`config.mk`:
```
export PLATFORM = sky130hd
export DESIGN_NAME = rsm_ref_select_mode_fsm
export DESIGN_NICKNAME = d
export VERILOG_FILES = /design/src/core/rsm_ref_select_mode_fsm.v
export VERILOG_INCLUDE_DIRS = /design/src /design/src/core
export SDC_FILE = /design/constraint.sdc
export NUM_CORES = 1
export LEC_CHECK = 0
export ABC_AREA = 1
export BUFFER_PORTS_ARGS = -buffer_cell sky130_fd_sc_hd__buf_2
export CAP_MARGIN = 20
export CORE_AREA = 2 2 215 217
export CTS_CLUSTER_SIZE = 25
export DETAILED_ROUTE_END_ITERATION = 10
export DIE_AREA = 0 0 217 219
export HOLD_SLACK_MARGIN = 0.1
export PLACE_DENSITY = 0.47
export SLEW_MARGIN = 20
export SYNTH_ARGS = -nofsm -noshare
export SYNTH_HDL_FRONTEND = slang
export SYNTH_SLANG_ARGS = --single-unit
export TNS_END_PERCENT = 5
```
`constraint.sdc`:
```
create_clock -name i_sys_clk -period 6.65 [get_ports i_sys_clk]
set_clock_uncertainty 0.05 [all_clocks]
set_input_delay 0.3325 -clock i_sys_clk [delete_from_list [all_inputs] [get_ports i_sys_clk]]
set_output_delay 0.3325 -clock i_sys_clk [all_outputs]
set_load 0.005 [all_outputs]
```
`src/core/rsm_consts.vh`:
```
// constants for the reference select and operating mode block
// What this block does
// - force code 0 or f selects automatic
// - four-bit priority per input; zero excludes
// - priorities 1 to 15, lower wins
// - equal priorities queue fifo, no switch
// - channel index breaks ties only between inputs qualifying in the same cycle
// - revertive ignores equal priorities
// - ultra-fast: few missed edges fail reference
// - failure interrupts instead of or with switch
// - test output mirrors failure flag if enabled
// - fast switching uses inputs one, two only
// - pin high through strap window latches mode
// - pin high: input one; low: input two
// - pin-latched mode sets 80 ppm tolerances
// - fast mode: monitors off, reads locked
// - automatic state control, forced optional
// - free-run to pre-locked on selection
// - no lock in 100 s: free-run
// - locked after one second of lock
// - lost-phase over 100 s: phase alarm
// - then pre-locked2 with standby, else holdover
// - locked, lost-phase, pre-locked2: holdover when no valid source remains
// - manual holdover bit picks manual control
// - force codes 3, 4, 8, 9; reset all ones
// - revertive: higher priority input takes over
// - automatic: selected source failure switches; no-switch bit blocks ultra-fast
// - holdover to pre-locked2 on new source
`ifndef RSM_CONSTS_VH
`define RSM_CONSTS_VH
// ***************************************
// register offsets
// ***************************************
`define RSM_A_INT 8'h06
`define RSM_A_OPS 8'h09
`define RSM_A_PRI_A 8'h19
`define RSM_A_PRI_B 8'h1b
`define RSM_A_PRI_C 8'h1c
`define RSM_A_FORCE 8'h33
`define RSM_A_MODE 8'h34
`define RSM_A_CAL_L 8'h3c
`define RSM_A_CAL_H 8'h3d
`define RSM_A_TOL1 8'h41
`define RSM_A_TOL2 8'h42
`define RSM_A_MON 8'h48
// ***************************************
// field positions
// ***************************************
`define RSM_INT_REF_FAIL 6
`define RSM_INT_PHASE 7
`define RSM_MON_FAST 4
`define RSM_MON_ULTRA 5
`define RSM_MON_TDO 6
`define RSM_MON_NOSW 7
`define RSM_MODE_REVERT 0
`define RSM_MODE_FSTATE 3
`define RSM_MODE_MANHO 4
// ***************************************
// codes and reset values
// ***************************************
`define RSM_FORCE_AUTO0 4'h0
`define RSM_FORCE_AUTO1 4'hf
`define RSM_FORCE_IN1 4'h3
`define RSM_FORCE_IN2 4'h4
`define RSM_FORCE_IN3 4'h8
`define RSM_FORCE_IN4 4'h9
`define RSM_FORCE_RST 8'h0f
`define RSM_PRI_A_RST 8'h21
`define RSM_PRI_B_RST 8'h43
`define RSM_ZERO_RST 8'h00
`define RSM_TOL_80PPM 8'h50
`define RSM_ST_FREE 3'h1
`define RSM_ST_HOLD 3'h2
`define RSM_ST_LOCK 3'h4
`define RSM_ST_PRE2 3'h5
`define RSM_ST_PRE 3'h6
`define RSM_ST_LOST 3'h7
// ***************************************
// timing
// ***************************************
`define RSM_CLK_KHZ 250000
`define RSM_TICK_MS 1
`define RSM_STRAP_MS 251
`define RSM_ACQ_MS 100000
`define RSM_QUAL_MS 1000
`define RSM_UF_MISS 16
`endif

```
`src/core/rsm_ref_select_mode_fsm.v`:
```
// reference source selection and operating mode state machine
`include "rsm_consts.vh"

module rsm_ref_select_mode_fsm #(
    parameter CW = 18,
    parameter TW = 17,
    parameter [31:0] TICK_CYC = `RSM_CLK_KHZ * `RSM_TICK_MS,
    parameter [31:0] STRAP_TICKS = `RSM_STRAP_MS / `RSM_TICK_MS,
    parameter [31:0] ACQ_TICKS = `RSM_ACQ_MS / `RSM_TICK_MS,
    parameter [31:0] QUAL_TICKS = `RSM_QUAL_MS / `RSM_TICK_MS,
    parameter [7:0] UF_MISS_CYC = `RSM_UF_MISS
) (
    // clock and reset
    input wire i_sys_clk,
    input wire i_reset,
    // register port
    input wire [7:0] i_reg_addr,
    input wire [7:0] i_reg_wdata,
    input wire i_reg_wr,
    input wire i_reg_rd,
    output reg [7:0] o_reg_rdata,
    // reference monitoring
    input wire [3:0] i_ref_valid,
    input wire [3:0] i_ref_edge,
    input wire i_phase_locked,
    input wire i_switch_select_pin,
    // selection and mode
    output reg [1:0] o_sel_ref,
    output reg o_sel_valid,
    output reg [2:0] o_op_state,
    output reg o_monitor_disable,
    output reg o_manual_holdover,
    output reg [3:0] o_phase_alarm,
    // test data output pin
    output reg o_tdo_flag,
    output reg o_tdo_flag_en,
    // frequency settings
    output reg [7:0] o_tol_one,
    output reg [7:0] o_tol_two,
    output reg [15:0] o_osc_cal
);

// ***************************************
// states and derived constants
// ***************************************
localparam [5:0] S_FREE = 6'h01;
localparam [5:0] S_PRE = 6'h02;
localparam [5:0] S_LOCK = 6'h04;
localparam [5:0] S_LOST = 6'h08;
localparam [5:0] S_PRE2 = 6'h10;
localparam [5:0] S_HOLD = 6'h20;
localparam [31:0] TICK_LAST32 = TICK_CYC - 1;
localparam [CW-1:0] TICK_LAST = TICK_LAST32[CW-1:0];
localparam [TW-1:0] STRAP_T = STRAP_TICKS[TW-1:0];
localparam [TW-1:0] ACQ_T = ACQ_TICKS[TW-1:0];
localparam [TW-1:0] QUAL_T = QUAL_TICKS[TW-1:0];
localparam [7:0] UF_LAST = UF_MISS_CYC - 8'h01;

function [2:0] code_of;
    input [5:0] st;
    begin
        case (st)
            S_FREE: code_of = `RSM_ST_FREE;
            S_PRE: code_of = `RSM_ST_PRE;
            S_LOCK: code_of = `RSM_ST_LOCK;
            S_LOST: code_of = `RSM_ST_LOST;
            S_PRE2: code_of = `RSM_ST_PRE2;
            S_HOLD: code_of = `RSM_ST_HOLD;
            default: code_of = `RSM_ST_FREE;
        endcase
    end
endfunction

function [5:0] st_of;
    input [2:0] code;
    begin
        case (code)
            `RSM_ST_PRE: st_of = S_PRE;
            `RSM_ST_LOCK: st_of = S_LOCK;
            `RSM_ST_LOST: st_of = S_LOST;
            `RSM_ST_PRE2: st_of = S_PRE2;
            `RSM_ST_HOLD: st_of = S_HOLD;
            default: st_of = S_FREE;
        endcase
    end
endfunction

// ***************************************
// registers
// ***************************************
reg [7:0] int_r;
reg [7:0] pri_a_r;
reg [7:0] pri_b_r;
reg [7:0] pri_c_r;
reg [7:0] force_r;
reg [7:0] mode_r;
reg [7:0] mon_r;
reg [5:0] state_r;
reg [5:0] state_nxt;
reg [CW-1:0] tick_cnt_r;
reg tick_r;
reg [TW-1:0] st_tmr_r;
reg [TW-1:0] lock_tmr_r;
reg [TW-1:0] strap_cnt_r;
reg strap_low_r;
reg strap_done_r;
reg strap_en_r;
reg [7:0] miss_r;
reg [3:0] uf_fail_r;
reg [3:0] qual_r;
reg [7:0] rank_r;
reg [7:0] rank_nxt;
reg [1:0] sel_nxt;
reg sel_v_nxt;
reg [1:0] best;
reg best_v;
reg [5:0] best_key;
reg timeout;
reg alarm_now;
reg [3:0] cnt;
integer i;
integer j;

wire [15:0] pri_all = {pri_b_r, pri_a_r};
wire fast_en = strap_en_r | mon_r[`RSM_MON_FAST];
wire wr_hit = i_reg_wr;
wire [3:0] fcode = force_r[3:0];
wire auto_sel = (fcode == `RSM_FORCE_AUTO0) ||
    (fcode == `RSM_FORCE_AUTO1);
wire strap_fire = tick_r & ~strap_done_r & (strap_cnt_r == STRAP_T);
wire uf_fail = mon_r[`RSM_MON_ULTRA] & o_sel_valid & ~fast_en &
    (miss_r == UF_LAST);
wire cur_qual = o_sel_valid & qual_r[o_sel_ref];
wire standby = |(qual_r & ~(4'h1 << o_sel_ref));

// ***************************************
// qualification and fifo rank
// ***************************************
reg [3:0] qual_nxt;
always @* begin
    for (i = 0; i < 4; i = i + 1) begin
        // zero priority excludes the input
        qual_nxt[i] = i_ref_valid[i] & (pri_all[4*i +: 4] != 4'h0) &
            ~o_phase_alarm[i] & ~uf_fail_r[i];
    end
end

always @* begin
    rank_nxt = rank_r;
    for (i = 0; i < 4; i = i + 1) begin
        cnt = 4'h0;
        if (qual_nxt[i] & ~qual_r[i]) begin
            // newcomer queues at the tail
            for (j = 0; j < 4; j = j + 1) begin
                if (j != i && qual_r[j] && qual_nxt[j])
                    cnt = cnt + 4'h1;
            end
            rank_nxt[2*i +: 2] = cnt[1:0];
        end else if (qual_nxt[i]) begin
            for (j = 0; j < 4; j = j + 1) begin
                if (qual_r[j] && !qual_nxt[j] &&
                    rank_r[2*j +: 2] < rank_r[2*i +: 2])
                    cnt = cnt + 4'h1;
            end
            rank_nxt[2*i +: 2] = rank_r[2*i +: 2] - cnt[1:0];
        end
    end
end

// ***************************************
// best candidate and next selection
// ***************************************
always @* begin
    best = 2'h0;
    best_v = 1'b0;
    best_key = 6'h3f;
    for (i = 0; i < 4; i = i + 1) begin
        // key: priority, then queue place
        if (qual_r[i] && (!best_v ||
            {pri_all[4*i +: 4], rank_r[2*i +: 2]} < best_key)) begin
            best = i[1:0];
            best_v = 1'b1;
            best_key = {pri_all[4*i +: 4], rank_r[2*i +: 2]};
        end
    end
end

always @* begin
    sel_nxt = o_sel_ref;
    sel_v_nxt = o_sel_valid;
    if (fast_en) begin
        sel_nxt = i_switch_select_pin ? 2'h0 : 2'h1;
        sel_v_nxt = 1'b1;
    end else if (!auto_sel) begin
        sel_v_nxt = 1'b1;
        case (fcode)
            `RSM_FORCE_IN1: sel_nxt = 2'h0;
            `RSM_FORCE_IN2: sel_nxt = 2'h1;
            `RSM_FORCE_IN3: sel_nxt = 2'h2;
            `RSM_FORCE_IN4: sel_nxt = 2'h3;
            default: begin
                sel_nxt = best;
                sel_v_nxt = best_v;
            end
        endcase
    end else if (!cur_qual) begin
        sel_nxt = best;
        sel_v_nxt = best_v;
    end else if (mode_r[`RSM_MODE_REVERT] && best_v &&
        best_key[5:2] < pri_all[4*o_sel_ref +: 4]) begin
        sel_nxt = best;
    end
end

// ***************************************
// operating mode state machine
// ***************************************
always @* begin
    timeout = tick_r & (st_tmr_r >= ACQ_T);
    alarm_now = 1'b0;
    state_nxt = state_r;
    case (state_r)
        S_FREE: begin
            if (o_sel_valid)
                state_nxt = S_PRE;
        end
        S_PRE: begin
            if (!o_sel_valid) begin
                state_nxt = S_FREE;
            end else if (lock_tmr_r >= QUAL_T) begin
                state_nxt = S_LOCK;
            end else if (timeout) begin
                alarm_now = 1'b1;
                state_nxt = S_FREE;
            end
        end
        S_LOCK: begin
            if (!o_sel_valid)
                state_nxt = S_HOLD;
            else if (!i_phase_locked)
                state_nxt = S_LOST;
        end
        S_LOST: begin
            if (!o_sel_valid) begin
                state_nxt = S_HOLD;
            end else if (lock_tmr_r >= QUAL_T) begin
                state_nxt = S_LOCK;
            end else if (timeout) begin
                alarm_now = 1'b1;
                state_nxt = standby ? S_PRE2 : S_HOLD;
            end
        end
        S_PRE2: begin
            if (!o_sel_valid) begin
                state_nxt = S_HOLD;
            end else if (lock_tmr_r >= QUAL_T) begin
                state_nxt = S_LOCK;
            end else if (timeout) begin
                alarm_now = 1'b1;
                state_nxt = S_HOLD;
            end
        end
        S_HOLD: begin
            if (o_sel_valid)
                state_nxt = S_PRE2;
        end
        default: state_nxt = S_FREE;
    endcase
    if (mode_r[`RSM_MODE_FSTATE])
        state_nxt = st_of(force_r[6:4]);
    if (fast_en) begin
        state_nxt = S_LOCK;
        alarm_now = 1'b0;
    end
end

// ***************************************
// timers, strap and failure tracking
// ***************************************
always @(posedge i_sys_clk) begin
    if (i_reset) begin
        tick_cnt_r <= {CW{1'b0}};
        tick_r <= 1'b0;
        st_tmr_r <= {TW{1'b0}};
        lock_tmr_r <= {TW{1'b0}};
        strap_cnt_r <= {TW{1'b0}};
        strap_low_r <= ~i_switch_select_pin;
        strap_done_r <= 1'b0;
        strap_en_r <= 1'b0;
        miss_r <= 8'h00;
        uf_fail_r <= 4'h0;
        qual_r <= 4'h0;
        rank_r <= 8'h00;
        state_r <= S_FREE;
    end else begin
        tick_r <= (tick_cnt_r == TICK_LAST);
        tick_cnt_r <= (tick_cnt_r == TICK_LAST) ? {CW{1'b0}} :
            tick_cnt_r + {{(CW-1){1'b0}}, 1'b1};
        state_r <= state_nxt;
        qual_r <= qual_nxt;
        rank_r <= rank_nxt;
        if (state_nxt != state_r)
            st_tmr_r <= {TW{1'b0}};
        else if (tick_r && st_tmr_r != {TW{1'b1}})
            st_tmr_r <= st_tmr_r + {{(TW-1){1'b0}}, 1'b1};
        // lock needs an unbroken run
        if (!i_phase_locked || !o_sel_valid)
            lock_tmr_r <= {TW{1'b0}};
        else if (tick_r && lock_tmr_r != {TW{1'b1}})
            lock_tmr_r <= lock_tmr_r + {{(TW-1){1'b0}}, 1'b1};
        if (!i_switch_select_pin)
            strap_low_r <= 1'b1;
        if (tick_r && !strap_done_r)
            strap_cnt_r <= strap_cnt_r + {{(TW-1){1'b0}}, 1'b1};
        if (strap_fire) begin
            strap_done_r <= 1'b1;
            strap_en_r <= ~strap_low_r & i_switch_select_pin;
        end
        if (i_ref_edge[o_sel_ref] || sel_nxt != o_sel_ref)
            miss_r <= 8'h00;
        else if (miss_r != UF_LAST)
            miss_r <= miss_r + 8'h01;
        for (i = 0; i < 4; i = i + 1) begin
            if (i_ref_edge[i] || fast_en)
                uf_fail_r[i] <= 1'b0;
            else if (uf_fail && o_sel_ref == i[1:0] &&
                !mon_r[`RSM_MON_NOSW])
                uf_fail_r[i] <= 1'b1;
        end
    end
end

// ***************************************
// register file and outputs
// ***************************************
always @(posedge i_sys_clk) begin
    if (i_reset) begin
        int_r <= `RSM_ZERO_RST;
        pri_a_r <= `RSM_PRI_A_RST;
        pri_b_r <= `RSM_PRI_B_RST;
        pri_c_r <= `RSM_ZERO_RST;
        force_r <= `RSM_FORCE_RST;
        mode_r <= `RSM_ZERO_RST;
        mon_r <= `RSM_ZERO_RST;
        o_reg_rdata <= 8'h00;
        o_sel_ref <= 2'h0;
        o_sel_valid <= 1'b0;
        o_op_state <= `RSM_ST_FREE;
        o_monitor_disable <= 1'b0;
        o_manual_holdover <= 1'b0;
        o_phase_alarm <= 4'h0;
        o_tdo_flag <= 1'b0;
        o_tdo_flag_en <= 1'b0;
        o_tol_one <= `RSM_ZERO_RST;
        o_tol_two <= `RSM_ZERO_RST;
        o_osc_cal <= 16'h0000;
    end else begin
        o_sel_ref <= sel_nxt;
        o_sel_valid <= sel_v_nxt;
        o_op_state <= code_of(state_nxt);
        o_monitor_disable <= fast_en;
        o_manual_holdover <= mode_r[`RSM_MODE_MANHO];
        o_tdo_flag <= mon_r[`RSM_MON_TDO] & int_r[`RSM_INT_REF_FAIL];
        o_tdo_flag_en <= mon_r[`RSM_MON_TDO];
        if (wr_hit) begin
            case (i_reg_addr)
                `RSM_A_PRI_A: pri_a_r <= i_reg_wdata;
                `RSM_A_PRI_B: pri_b_r <= i_reg_wdata;
                `RSM_A_PRI_C: pri_c_r <= i_reg_wdata;
                `RSM_A_FORCE: force_r <= i_reg_wdata;
                `RSM_A_MODE: mode_r <= i_reg_wdata;
                `RSM_A_MON: mon_r <= i_reg_wdata;
                `RSM_A_CAL_L: o_osc_cal[7:0] <= i_reg_wdata;
                `RSM_A_CAL_H: o_osc_cal[15:8] <= i_reg_wdata;
                `RSM_A_TOL1: o_tol_one <= i_reg_wdata;
                `RSM_A_TOL2: o_tol_two <= i_reg_wdata;
                default: ;
            endcase
        end
        if (strap_fire && !strap_low_r && i_switch_select_pin) begin
            o_tol_one <= `RSM_TOL_80PPM;
            o_tol_two <= `RSM_TOL_80PPM;
        end
        // w1c; a same-cycle event wins
        int_r <= (int_r & ~((wr_hit && i_reg_addr == `RSM_A_INT) ?
            i_reg_wdata : 8'h00)) |
            ({7'h00, uf_fail} << `RSM_INT_REF_FAIL) |
            ({7'h00, alarm_now} << `RSM_INT_PHASE);
        for (i = 0; i < 4; i = i + 1) begin
            if (alarm_now && o_sel_ref == i[1:0])
                o_phase_alarm[i] <= 1'b1;
            else if (!i_ref_valid[i])
                o_phase_alarm[i] <= 1'b0;
        end
        if (i_reg_rd) begin
            case (i_reg_addr)
                `RSM_A_INT: o_reg_rdata <= int_r;
                `RSM_A_OPS: o_reg_rdata <= {5'h00, o_op_state};
                `RSM_A_PRI_A: o_reg_rdata <= pri_a_r;
                `RSM_A_PRI_B: o_reg_rdata <= pri_b_r;
                `RSM_A_PRI_C: o_reg_rdata <= pri_c_r;
                `RSM_A_FORCE: o_reg_rdata <= force_r;
                `RSM_A_MODE: o_reg_rdata <= mode_r;
                `RSM_A_MON: o_reg_rdata <= mon_r;
                `RSM_A_CAL_L: o_reg_rdata <= o_osc_cal[7:0];
                `RSM_A_CAL_H: o_reg_rdata <= o_osc_cal[15:8];
                `RSM_A_TOL1: o_reg_rdata <= o_tol_one;
                `RSM_A_TOL2: o_reg_rdata <= o_tol_two;
                default: o_reg_rdata <= 8'h00;
            endcase
        end
    end
end

endmodule // rsm_ref_select_mode_fsm

```
==> results.py <==
metrics = {
    "synthesis": {
        "yosys.cell_types.count": 53,
        "async_reset_ff_share_pct": 0,
        "synth_area_leader_cell": "dfxtp_1",
        "synth_top_family_by_area": "simple AND/OR/NAND/NOR gates",
        "ys_seq_elements": 213,
        "synth_compound_area_share_pct": 18.7,
        "synth_mux_area_share_pct": 0.180,
        "synth_nets": 1640,
        "synthCells": 1553,
        "synthSimpleGateAreaFrac_pct": 23.7,
        "ys_seq_area_share_pct": 38.4,
        "synth_area_per_cell_um2": 7.17,
        "ys_warn_count": 0,
        "synth_fa_ha_area_share_pct": 6.41,
        "synth_xor_area_share_pct": 3.23,
        "synth_ff_type": "dfxtp_1",
        "synth_top_area_share_pct": 38.1,
        "synth_edf_count": 1,
        "synthTopCellsByArea": "dfxtp_1, nand2_1, inv_1",
        "syn_area_um2": 11100,
    },
    "pwr": {
        "power_mw": 2.88,
        "powerDensity_nw_per_um2": 220,
        "leakage_nw": 5.25,
        "vdd_ir_drop_max_v": 0.000145,
    },
    "placed_design": {
        "hpwl_um": 25600,
        "postPlaceCellArea_um2": 12200,
        "dp.cells": 2203,
        "place_congestion": 0.817,
        "io_buffer_count": 83,
        "place_ws_ps": 574,
    },
    "sta": {
        "max_slew_margin_pct": 33.8,
        "fin_tns_setup_ps": 0,
        "layout_setup_ws_ps": 790,
        "final-setup-viol-count": 0,
        "fmax_mhz": 171,
        "period_needed_ps": 5860,
        "worst_slew_pin_slew_ps": 984,
        "report.final.slew_viol_count": 0,
        "final_hold_viol_count": 0,
        "fin_hold_ws_ps": 131,
        "timing.final.crit_share_pct": 88.1,
        "rsz0062_at_grt": "false",
    },
    "final_layout": {
        "design_area_um2": 13100,
        "num_antenna_cells": 0,
        "utilization_pct": 29.1,
        "seq_area_um2": 4280,
        "drive_gt1_share_pct": 9.84,
        "fillers": 5027,
        "instances_no_fill": 2256,
        "layout.nets": 1727,
        "multi_input_area_um2": 5820,
        "syn_to_final_growth_pct": 17.9,
    },
    "setup_path": {
        "cp_max_fo": 13,
        "slowest_stage": "dfxtp_2",
        "cp_common_cell": "nand2_1",
        "max_stage_delay_ps": 420,
        "startpoint_type": "flop",
        "path_buf_inv": 2,
        "worstSetupPathType": "flop to flop",
        "cp_data_required_time_ps": 7080,
        "cp.arrival_ps": 6290,
        "crit_family": "simple AND/OR/NAND/NOR gates",
        "endpoint_kind": "flop",
    },
    "clocking": {
        "cts_made_buffers": 25,
        "path_clk_slew_ps": 60,
        "cts_tree": "yes",
        "root_buffer": "clkbuf_16",
        "clock-sinks": 213,
        "post_cts_buffers": 0,
        "cts.htree.levels": 1,
        "clockBufferDepth": 3,
        "clk_latency_ps": 550,
    },
    "global_routing": {
        "grt_max_degree": 78,
        "grt_pass1_vias": 9966,
        "grt_antenna_before_repair": 0,
        "grt_pass1_wl_um": 55100,
        "gr-total-overflow": 0,
        "grt_use_total_pct": 14.5,
    },
    "detailed_routing": {
        "drt_iter0_drc": 712,
        "vias": 10500,
        "firstDrtPassIters": 7,
        "routedWlPerCell_um": 15.3,
        "viasPerCell": 4.66,
        "wl_um": 34500,
        "drc": 0,
        "final_antenna_net_count": 0,
    },
    "floorplanning": {
        "die_w_um": 217,
        "initial_core_util_pct": 24.7,
        "fp.dieArea_um2": 47500,
        "ios": 84,
        "die_h_um": 219,
        "coreArea_um2": 45100,
        "std_cell_rows": 78,
    },
    "worst_hold_path": {
        "hold_path_class": "input pin to flop",
    },
    "flow_run": {
        "cap_violations": 0,
    },
    "outcome": {
        "status": "finished, final reports clean",
    },
}
cells in the final DEF, fill, tap and decap left out, types with 23 or more instances in the layout:
master	count
a21oi_1	153
buf_2	83
clkbuf_16	25
dfxtp_1	211
ha_1	57
inv_1	229
nand2_1	244
nand3_1	69
nor2_1	157
nor3_1	47
nor4_1	23
o21ai_0	100
xor2_1	30
power breakdown:
group          internal (mW)  switching [mW]
Clock                  0.781           0.569
Sequential              1.29          0.0148
Combinational         0.0731           0.156
per-layer routing:
| layer | vias up | global-route usage [%] | wire length (µm) |
|---|---|---|---|
| met5 | - | 0 | 0 |
| met4 | 0 | 3.22 | 636 |
| met3 | 42 | 2.34 | 1430 |
| met2 | 194 | 22.6 | 15100 |
| met1 | 4893 | 20.7 | 17300 |
| li1 | 5374 | - | - |
registers in the layout, summed over array words and instances, names as in the netlist, 3 cells and up:
register,count
force_r,8
int_r,8
lock_tmr_r,17
miss_r,8
mode_r,8
mon_r,8
o_op_state,3
o_osc_cal,16
o_phase_alarm,4
o_reg_rdata,8
o_tol_one,8
o_tol_two,8
pri_a_r,8
pri_b_r,8
pri_c_r,8
qual_r,4
rank_r,8
st_tmr_r,17
state_r,6
strap_cnt_r,17
tick_cnt_r,18
uf_fail_r,4
layout make-up:
cell class                      instances  area share (%)
Multi-Input combinational cell       1062            44.4
Sequential cell                       213            32.6
Inverter                              236            6.78
Clock buffer                           37            5.72
Tap cell                              600            5.72
Timing Repair Buffer                  102            4.44
Clock inverter                          6           0.372
final timing paths:
kind              endpoint  cells past startpoint           start  slack [ps]
min              mode_r[6]                      3  i_reg_wdata[6]         130
max              miss_r[0]                     41       qual_r[0]         790
min reg2reg  tick_cnt_r[0]                      1   tick_cnt_r[0]         400
max reg2reg      miss_r[0]                     41       qual_r[0]         790
cells in the mapped netlist (5+ instances only):
cell type / instances
ha_1: 57
xnor2_1: 11
clkbuf_1: 39
a211oi_1: 10
o31ai_1: 6
a31oi_1: 11
nand2_2: 5
or2_2: 6
o21a_1: 5
nand2_1: 244
o22ai_1: 18
a221oi_1: 18
nor3_1: 48
nor2_1: 157
xor2_1: 30
a21oi_1: 153
nand4_1: 18
nand3_1: 69
o211ai_1: 11
nor3b_1: 10
nor2_2: 8
inv_1: 229
dfxtp_1: 212
o221ai_1: 5
o21ai_0: 103
nor4_1: 24
kinds of logic after synthesis:
group                    Yosys count
adder cells (fa/ha/maj)           57
XOR/XNOR                          41
flip-flops                       213
multiplexers                       2
AND/OR/NAND/NOR                  600
AO/OA/AOI/OAI                    362
buffers and inverters            278
worst min-delay path: stages:
cell and delay (ps):
buf_2 180, nand3_1 110, a21oi_1 60
timing repair:
action,in CTS,in global routing
endpoints found under the setup margin,0,8
hold buffers,10,0
resized for setup,0,5
endpoints found under the hold margin,18,0
Power figures use the tool's default switching activity.
